File: config.mk
export PLATFORM = sky130hd
export DESIGN_NAME = pife_top
export DESIGN_NICKNAME = d
export VERILOG_FILES = /design/src/include/pife_pkg.sv /design/src/hdl/pife_top.sv /design/src/hdl/pife_sync3.sv
export SDC_FILE = /design/constraint.sdc
export NUM_CORES = 1
export LEC_CHECK = 0
export BUFFER_PORTS_ARGS = -buffer_cell sky130_fd_sc_hd__clkbuf_2
export CELL_PAD_IN_SITES_DETAIL_PLACEMENT = 1
export CELL_PAD_IN_SITES_GLOBAL_PLACEMENT = 2
export CORE_MARGIN = 8
export CORE_UTILIZATION = 36
export DETAILED_ROUTE_END_ITERATION = 10
export GPL_ROUTABILITY_DRIVEN = 0
export PLACE_DENSITY_LB_ADDON = 0.1
export SYNTH_ARGS = -nofsm -noshare
export SYNTH_HDL_FRONTEND = slang
export SYNTH_HIERARCHICAL = 1
export SYNTH_SLANG_ARGS = --single-unit
export TNS_END_PERCENT = 100
File: constraint.sdc
create_clock -name clk_sys -period 2.3 [get_ports clk_sys]
set_input_delay 0.115 -clock clk_sys [delete_from_list [all_inputs] [get_ports clk_sys]]
set_output_delay 0.115 -clock clk_sys [all_outputs]
set_load 0.01 [all_outputs]
File: src/include/pife_pkg.sv
// Package with the register map, field positions and reset values of the peripheral interrupt block.
package pife_pkg;

  // Register port widths.
  localparam int ADDR_W = 4;
  localparam int DATA_W = 8;

  // Register offsets on the register port.
  localparam logic [3:0] OFF_INT_CTRL  = 4'h0;
  localparam logic [3:0] OFF_EN_ONE    = 4'h1;
  localparam logic [3:0] OFF_EN_TWO    = 4'h2;
  localparam logic [3:0] OFF_FLAG_ONE  = 4'h3;
  localparam logic [3:0] OFF_FLAG_TWO  = 4'h4;
  localparam logic [3:0] OFF_EVT_STAT  = 4'h5;
  localparam logic [3:0] OFF_EVT_MASK  = 4'h6;

  // Field positions of the interrupt control register.
  localparam int BIT_GLOBAL_EN = 7;
  localparam int BIT_GROUP_EN  = 6;

  // Field positions shared by the first enable and flag registers.
  localparam int BIT_ADC       = 6;
  localparam int BIT_BUS_COLL  = 5;
  localparam int BIT_SERIAL    = 4;
  localparam int BIT_TIMER_TWO = 1;
  localparam int BIT_TIMER_ONE = 0;

  // Field positions shared by the second enable and flag registers.
  localparam int BIT_OUT_UV    = 7;
  localparam int BIT_OUT_OC    = 5;
  localparam int BIT_OUT_OV    = 4;
  localparam int BIT_SUPPLY    = 1;

  // Field positions of the fault event status and mask registers.
  localparam int EVT_UV        = 0;
  localparam int EVT_OC        = 1;
  localparam int EVT_OV        = 2;
  localparam int EVT_SUPPLY    = 3;

  // Implemented bits of each register, with the live supply bit left out of MASK_FLAG_TWO; all other bits read as zero.
  localparam logic [7:0] MASK_CTRL     = 8'hc0;
  localparam logic [7:0] MASK_ONE      = 8'h73;
  localparam logic [7:0] MASK_TWO      = 8'hb2;
  localparam logic [7:0] MASK_FLAG_TWO = 8'hb0;
  localparam logic [7:0] MASK_EVT      = 8'h0f;

  // Reset values.
  localparam logic [7:0] RST_REG       = 8'h00;
  localparam logic [3:0] RST_LEVELS    = 4'h0;

endpackage

File: src/hdl/pife_top.sv
// Peripheral interrupt enable and flag registers with group and global gating toward the core.
`timescale 1ns/10ps
module pife_top (
  // Clock and reset.
  input  wire logic                        clk_sys,
  input  wire logic                        rst,
  // Register port.
  input  wire logic [pife_pkg::ADDR_W-1:0] reg_addr,
  input  wire logic [pife_pkg::DATA_W-1:0] reg_wdata,
  input  wire logic                        reg_wr,
  input  wire logic                        reg_rd,
  output logic      [pife_pkg::DATA_W-1:0] reg_rdata,
  // One-cycle event pulses from on-chip peripherals.
  input  wire logic                        adc_done,
  input  wire logic                        serial_port_event,
  input  wire logic                        bus_collision_event,
  input  wire logic                        timer_two_match,
  input  wire logic                        timer_one_rollover,
  // Asynchronous fault levels from the analog front end.
  input  wire logic                        out_undervolt,
  input  wire logic                        out_overcurrent,
  input  wire logic                        out_overvolt,
  input  wire logic                        supply_low,
  // Core handshake for entry to and return from the service routine.
  input  wire logic                        core_irq_taken,
  input  wire logic                        core_irq_return,
  // Requests toward the core and the fault interrupt.
  output logic                             periph_req,
  output logic                             core_irq_req,
  output logic                             fault_irq
);
  import pife_pkg::*;

  typedef struct packed {
    logic       global_irq_enable;
    logic       peripheral_group_enable;
    logic [7:0] peripheral_enable_one;
    logic [7:0] peripheral_enable_two;
    logic [7:0] peripheral_flag_one;
    logic [7:0] peripheral_flag_two;
    logic [7:0] evt_status;
    logic [7:0] evt_mask;
    logic [3:0] level_prev;
    logic [7:0] rdata;
    logic       periph_req;
    logic       core_req;
    logic       fault_irq;
  } pife_state_t;

  pife_state_t state_reg;
  pife_state_t state_next;

  logic [3:0] fault_level;
  logic [3:0] fault_rise;
  logic [7:0] set_one;
  logic [7:0] set_two;
  logic       wr_ctrl;
  logic       wr_en_one;
  logic       wr_en_two;
  logic       wr_flag_one;
  logic       wr_flag_two;
  logic       wr_stat;
  logic       wr_mask;

  // Write value for a software-writable flag register; the hardware set is ORed last so it wins.
  function automatic logic [7:0] flag_update(input logic [7:0] cur, input logic wr, input logic [7:0] wdata,
                                             input logic [7:0] set, input logic [7:0] mask);
    logic [7:0] base;
    base = wr ? wdata : cur;
    return (base | set) & mask;
  endfunction

  // Write-one-to-clear update, again with the hardware set taking priority.
  function automatic logic [7:0] w1c_update(input logic [7:0] cur, input logic wr, input logic [7:0] wdata,
                                            input logic [7:0] set, input logic [7:0] mask);
    logic [7:0] clr;
    clr = wr ? wdata : 8'h00;
    return ((cur & ~clr) | set) & mask;
  endfunction

  // Request term: any flag whose own enable is set.
  function automatic logic any_pending(input logic [7:0] flg1, input logic [7:0] en1,
                                       input logic [7:0] flg2, input logic [7:0] en2);
    return |((flg1 & en1) | (flg2 & en2));
  endfunction

  // The fault levels come from analog comparators, so they are synchronised before use.
  pife_sync3 #(
    .WIDTH (4)
  ) u_fault_sync (
    .clk_sys   (clk_sys),
    .rst       (rst),
    .async_in  ({supply_low, out_overvolt, out_overcurrent, out_undervolt}),
    .level_out (fault_level)
  );

  // Write strobe decode.
  assign wr_ctrl     = reg_wr && (reg_addr == OFF_INT_CTRL);
  assign wr_en_one   = reg_wr && (reg_addr == OFF_EN_ONE);
  assign wr_en_two   = reg_wr && (reg_addr == OFF_EN_TWO);
  assign wr_flag_one = reg_wr && (reg_addr == OFF_FLAG_ONE);
  assign wr_flag_two = reg_wr && (reg_addr == OFF_FLAG_TWO);
  assign wr_stat     = reg_wr && (reg_addr == OFF_EVT_STAT);
  assign wr_mask     = reg_wr && (reg_addr == OFF_EVT_MASK);

  // Rising edges of the synchronised fault levels feed the fault event status.
  assign fault_rise = fault_level & ~state_reg.level_prev;

  // Hardware set terms, independent of every enable bit.
  always_comb
  begin
    set_one                = 8'h00;
    set_one[BIT_ADC]       = adc_done;
    set_one[BIT_BUS_COLL]  = bus_collision_event;
    set_one[BIT_SERIAL]    = serial_port_event;
    set_one[BIT_TIMER_TWO] = timer_two_match;
    set_one[BIT_TIMER_ONE] = timer_one_rollover;
    set_two                = 8'h00;
    set_two[BIT_OUT_UV]    = fault_level[EVT_UV];
    set_two[BIT_OUT_OC]    = fault_level[EVT_OC];
    set_two[BIT_OUT_OV]    = fault_level[EVT_OV];
  end

  // Next-state logic for all registers and registered outputs.
  always_comb
  begin
    state_next = state_reg;

    // Global enable: the core clears it on entry and sets it on return, software may write it.
    if (wr_ctrl)
    begin
      state_next.global_irq_enable       = reg_wdata[BIT_GLOBAL_EN];
      state_next.peripheral_group_enable = reg_wdata[BIT_GROUP_EN];
    end
    if (core_irq_return)
    begin
      state_next.global_irq_enable = 1'b1;
    end
    if (core_irq_taken)
    begin
      state_next.global_irq_enable = 1'b0;
    end

    // Enable registers keep only their implemented bits.
    if (wr_en_one)
    begin
      state_next.peripheral_enable_one = reg_wdata & MASK_ONE;
    end
    if (wr_en_two)
    begin
      state_next.peripheral_enable_two = reg_wdata & MASK_TWO;
    end

    // Flags set on events whatever the enables say; a same-cycle clear loses.
    state_next.peripheral_flag_one = flag_update(state_reg.peripheral_flag_one, wr_flag_one,
                                                 reg_wdata, set_one, MASK_ONE);
    state_next.peripheral_flag_two = flag_update(state_reg.peripheral_flag_two, wr_flag_two,
                                                 reg_wdata, set_two, MASK_FLAG_TWO);
    // The supply bit is a live status, so software writes to it have no effect.
    state_next.peripheral_flag_two[BIT_SUPPLY] = fault_level[EVT_SUPPLY];

    // Fault event status and mask for the fault interrupt line.
    state_next.evt_status = w1c_update(state_reg.evt_status, wr_stat, reg_wdata,
                                       {4'h0, fault_rise}, MASK_EVT);
    if (wr_mask)
    begin
      state_next.evt_mask = reg_wdata & MASK_EVT;
    end
    state_next.level_prev = fault_level;

    // Read data stands only in the cycle after the read strobe.
    state_next.rdata = 8'h00;
    if (reg_rd)
    begin
      case (reg_addr)
        OFF_INT_CTRL:
        begin
          state_next.rdata[BIT_GLOBAL_EN] = state_reg.global_irq_enable;
          state_next.rdata[BIT_GROUP_EN]  = state_reg.peripheral_group_enable;
        end
        OFF_EN_ONE:   state_next.rdata = state_reg.peripheral_enable_one;
        OFF_EN_TWO:   state_next.rdata = state_reg.peripheral_enable_two;
        OFF_FLAG_ONE: state_next.rdata = state_reg.peripheral_flag_one;
        OFF_FLAG_TWO: state_next.rdata = state_reg.peripheral_flag_two;
        OFF_EVT_STAT: state_next.rdata = state_reg.evt_status;
        OFF_EVT_MASK: state_next.rdata = state_reg.evt_mask;
        default:      state_next.rdata = 8'h00;
      endcase
    end

    // Outputs are formed from next values so each output agrees with the registers beside it.
    state_next.periph_req = state_next.peripheral_group_enable &&
                            any_pending(state_next.peripheral_flag_one, state_next.peripheral_enable_one,
                                        state_next.peripheral_flag_two, state_next.peripheral_enable_two);
    state_next.core_req   = state_next.periph_req && state_next.global_irq_enable;
    state_next.fault_irq  = |(state_next.evt_status & state_next.evt_mask);
  end

  // State register; every enable and flag clears on reset, including the global enable.
  always_ff @(posedge clk_sys or posedge rst)
  begin
    if (rst)
    begin
      state_reg <= '0;
    end
    else
    begin
      state_reg <= state_next;
    end
  end

  // Outputs come straight from the state register.
  assign reg_rdata    = state_reg.rdata;
  assign periph_req   = state_reg.periph_req;
  assign core_irq_req = state_reg.core_req;
  assign fault_irq    = state_reg.fault_irq;
endmodule

File: src/hdl/pife_sync3.sv
// Three-stage synchroniser with agreement filter for asynchronous level inputs.
`timescale 1ns/10ps
module pife_sync3 #(
  parameter int WIDTH = 4
) (
  // Clock and reset.
  input  wire logic             clk_sys,
  input  wire logic             rst,
  // Levels from outside the clock domain and their filtered copy.
  input  wire logic [WIDTH-1:0] async_in,
  output logic      [WIDTH-1:0] level_out
);
  import pife_pkg::*;

  typedef struct packed {
    logic [WIDTH-1:0] stage1;
    logic [WIDTH-1:0] stage2;
    logic [WIDTH-1:0] stage3;
    logic [WIDTH-1:0] level;
  } pife_sync_t;

  pife_sync_t sync_reg;
  pife_sync_t sync_next;

  // Stage one feeds only stage two; a level change is taken once stages two and three agree.
  always_comb
  begin
    sync_next        = sync_reg;
    sync_next.stage1 = async_in;
    sync_next.stage2 = sync_reg.stage1;
    sync_next.stage3 = sync_reg.stage2;
    for (int i = 0; i < WIDTH; i++)
    begin
      if (sync_reg.stage2[i] == sync_reg.stage3[i])
      begin
        sync_next.level[i] = sync_reg.stage3[i];
      end
    end
  end

  // State register; reset loads constants only.
  always_ff @(posedge clk_sys or posedge rst)
  begin
    if (rst)
    begin
      sync_reg <= '0;
    end
    else
    begin
      sync_reg <= sync_next;
    end
  end

  assign level_out = sync_reg.level;

endmodule

==> run summary <==
The data required time at the worst endpoint was 2.52 ns. Summed over all cells, the static leakage comes to 1.43 nW. The path type of the worst setup path was register to register. The tools report the total inserted antenna cells as 0.

The minimum clock period after layout works out to 2.08 ns. The sequential share of the synthesized area is 57.1%, and the half-perimeter wire length after detailed placement is 5090 µm. The net count after synthesis was 260; the initial standard-cell utilization of the core was 37.2%. For this run the aggregate overflow at the end of global routing stands at 0.

During synthesis, Yosys emitted a total of 6 warnings. Counting both buffers and inverters, the worst setup path holds a total of 0. For the worst endpoint data arrival time, the log shows 2.30 ns. The ratio of cells with drive above 1 in the final layout came out at 30.8%. The number of flip-flops in the largest register was 31; the critical-path maximum fanout was 2. The clock tree synthesis step divided the H-tree into 3 levels. The die is 100 µm tall. The tools report the startpoint of the lowest-slack hold path as bus_collision_event. The run finished with clean final reports.

Number of synthesized register bits: 58. Buffers inserted during clock tree synthesis total 9. The run gives 3300 µm as the wire length on met1. The die is 100 µm wide. In this run the power density over the cells is 787 nW/µm².

The net count of the finished layout is 317. The worst setup skew after layout was 0.00815 ns; the via count of the first global-routing pass was 2129. Cell with the most instances after synthesis: dfrtp_1. In the synthesized netlist, the cells that appear most often are dfrtp_1 (58), nor2_1 (28), buf_4 (15), inv_1 (15), nand2_1 (14). In the finished design, the share of the clock period the worst path needs comes to 90.5%. The tools report the startpoint class of the critical path as a register.

The die covers 10000 µm². Number of antenna violations at the first check in global routing: 0. Setup violations remaining at the end of the flow were counted as 0.

The synthesized area per cell is 10.9 µm², and the length of routed met3 wiring is 347 µm. The worst register-to-register path ends at core_irq_req. The startpoint identified for the worst register-to-register timing path is state_reg[43]. The total area inside the core boundary comes to 6830 µm². Setup repair after global routing left no endpoint under its margin. The run gives 11200 µm as the global-route wire length before repair.

For the number of standard-cell rows in the floorplan, the log shows 30. The critical path capture point type is a register. Based on the critical path, the design can be clocked at up to 480 MHz. In the final routed layout, each cell accounts on average for 17.4 µm. The library cell occupying the most area in the post-synthesis netlist is dfrtp_1.

In the routed design, unresolved DRC markers number 0. At the pin with the least slew margin, the transition time is 0.639 ns. The run gives 0 as the max capacitance violation total.

For hold timing, the worst endpoint is state_reg[44]. Clock latency reported for the late side of the worst-skew pair: 0.33 ns. The proportion of register bits with asynchronous set or reset after synthesis came out at 100%.

The worst hold slack was 0.0202 ns. The maximum number of pins on one net before global-route repair was 43; the average vias per placed instance was 4.85. Summing all non-filler instances in the final layout gives an area of 3140 µm². The root buffer selected by CTS is clkbuf_8.

The clock-pin slew on the worst setup and hold paths was 0.07 ns. The worst register-to-register path has a setup slack of 0.22 ns. The worst-case IR drop observed on VDD is 0.480 mV. The routed design has 6790 µm of wire.

The highest layer touched by signal routing is met4. Measured against its own limit, the worst slew margin works out to 57.3%. The worst hold path passes through 2 cells. The number of post-CTS setup repair buffers came out at 0. The final route contains 1897 vias. Walking the worst path, the cells encountered are a311oi_1 -> nor3_1 -> or4_1 -> o41a_1 -> and2_1. The tools report the total count of max-transition violations in the final report as 0. The critical-path cell with the highest stage delay was or4_1. Counting cells, the worst reg-to-reg path comes to 5. In this design, the stage delay of the slowest critical-path cell is 0.55 ns.

Counting every sink on the clock net gives 58. The clock passes through at most 2 buffers. The kind of cell with the highest combined delay along the critical path is simple AND/OR/NAND/NOR gates. Ranked by total cell area, the synthesized netlist is headed by dfrtp_1 (57%), buf_4 (4.4%), nor2_1 (4.1%). After synthesis, the largest area contributor takes up 57.1% of total cell area.

The number of unique standard cell types used by synthesis is 41. Compared with the post-synthesis result, the final layout area differs by 23.7%. During placement, the flow inserted port buffers numbering 37. The tools report the post-synth design cell area as 2540 µm². The main flop type after synthesis is dfrtp_1. The first detailed-routing pass ran for 4 iterations. In this run, the number of DRC markers left after iteration 0 of detailed routing was 55.

The post-synthesis instance total is 233, and the accumulated negative setup slack is 0 ns. Count of cells resized by post-cts repair: 0. I/O pin count: 38. The tools report the remaining number of nets flagged by the antenna check after routing as 0.

Across every metal layer, demand over resource in global routing totals 14.5%. The tools report the standard cell area after detailed placement as 2880 µm². TritonCTS built the clock tree. The final hold violation count was 0. Detailed routing placed a total of 3050 µm of wire on met2. The class of the tightest hold or removal check is input pin to register.

The number of flops mapped to enable cells by yosys came out at 0.
## metal layers
layer,global-route usage [%],vias up
li1,-,924
met1,19.4,919
met2,21.8,45
met3,3.81,9
met4,5.70,0
met5,0,-
## kinds of logic (layout without fill, tap and decap cells)
| kind of cell | after synthesis | count (layout) | share of synthesized area [%] |
|---|---|---|---|
| AOI/OAI and AO/OA | 51 | 51 | 14.5 |
| DFF | 58 | 58 | 57.1 |
| muxes | 16 | 16 | 6.70 |
| and+or+nand+nor | 68 | 68 | 12.4 |
| buffers and inverters | 36 | 98 | 7.58 |
| adders and majority gates | 4 | 4 | 1.77 |
## through the flow
step | cells | setup slack [ns] | power, mW | utilization [%]
floorplan | 233 | 0.224 | 1.41 | -
global placement | 368 | -0.0431 | 1.55 | 42.1
detailed placement | 368 | -0.0861 | 1.56 | 42.1
CTS | 391 | 0.202 | 2.52 | 46.0
global route | 391 | 0.111 | 2.60 | 46.0
finish | 391 | 0.219 | 2.47 | 46.0
## worst max path at each step
stage	start	end	slack (ns)	cells after the start
after global routing	u_fault_sync/level_out[1]	core_irq_req	0.11	5
after floorplan	reg_addr[3]	core_irq_req	0.22	6
after CTS	u_fault_sync/level_out[1]	core_irq_req	0.20	5
after detailed placement	reg_addr[3]	core_irq_req	-0.09	7
after global placement	reg_addr[3]	core_irq_req	-0.04	7
final	state_reg[43]	core_irq_req	0.22	5
## cells in the final DEF (no fill, tap or decap), types with 2 or more instances in the layout
cell type      netlist  final
a2111oi_0            4      4
a211o_1              4      4
a21oi_1             13     13
a221oi_1             3      3
a22oi_1              2      2
a2bb2oi_1            2      2
a311oi_1             3      3
a31oi_1              3      3
buf_4               15     22
clkbuf_2             0     37
clkbuf_8             0     10
clkinv_2             0      3
dfrtp_1             58     58
dlygate4sd3_1        0      7
inv_1               15     15
maj3_2               4      4
mux2_2               8      8
mux2i_1              8      8
nand2_1             14     14
nand2b_1             2      2
nand3_1              2      2
nor2_1              28     28
nor2b_1              2      2
nor3_1              11     11
nor3b_1              2      2
o21a_1               2      2
o21ai_0              6      6
or2_2                3      3
## report_power, final
part	switching, mW	leakage, nW	internal, mW	total, mW
registers	0.0673	0.669	1.12	1.19
clock network	0.399	0.103	0.526	0.925
logic	0.191	0.659	0.166	0.358
## area by class of cell
cell class | count | area, µm²
Fill cell | 783 | 3690
Timing Repair Buffer | 66 | 420
Sequential cell | 58 | 1450
Clock buffer | 11 | 141
Tap cell | 96 | 120
Clock inverter | 5 | 53.8
Inverter | 16 | 60.1
Multi-Input combinational cell | 139 | 897
## what timing repair did
action | in CTS | in global routing
setup endpoints to repair | 0 | 0
endpoints found under the hold margin | 63 | 0
hold buffers | 7 | 0
Note: power is estimated with default switching activity, not from simulation.
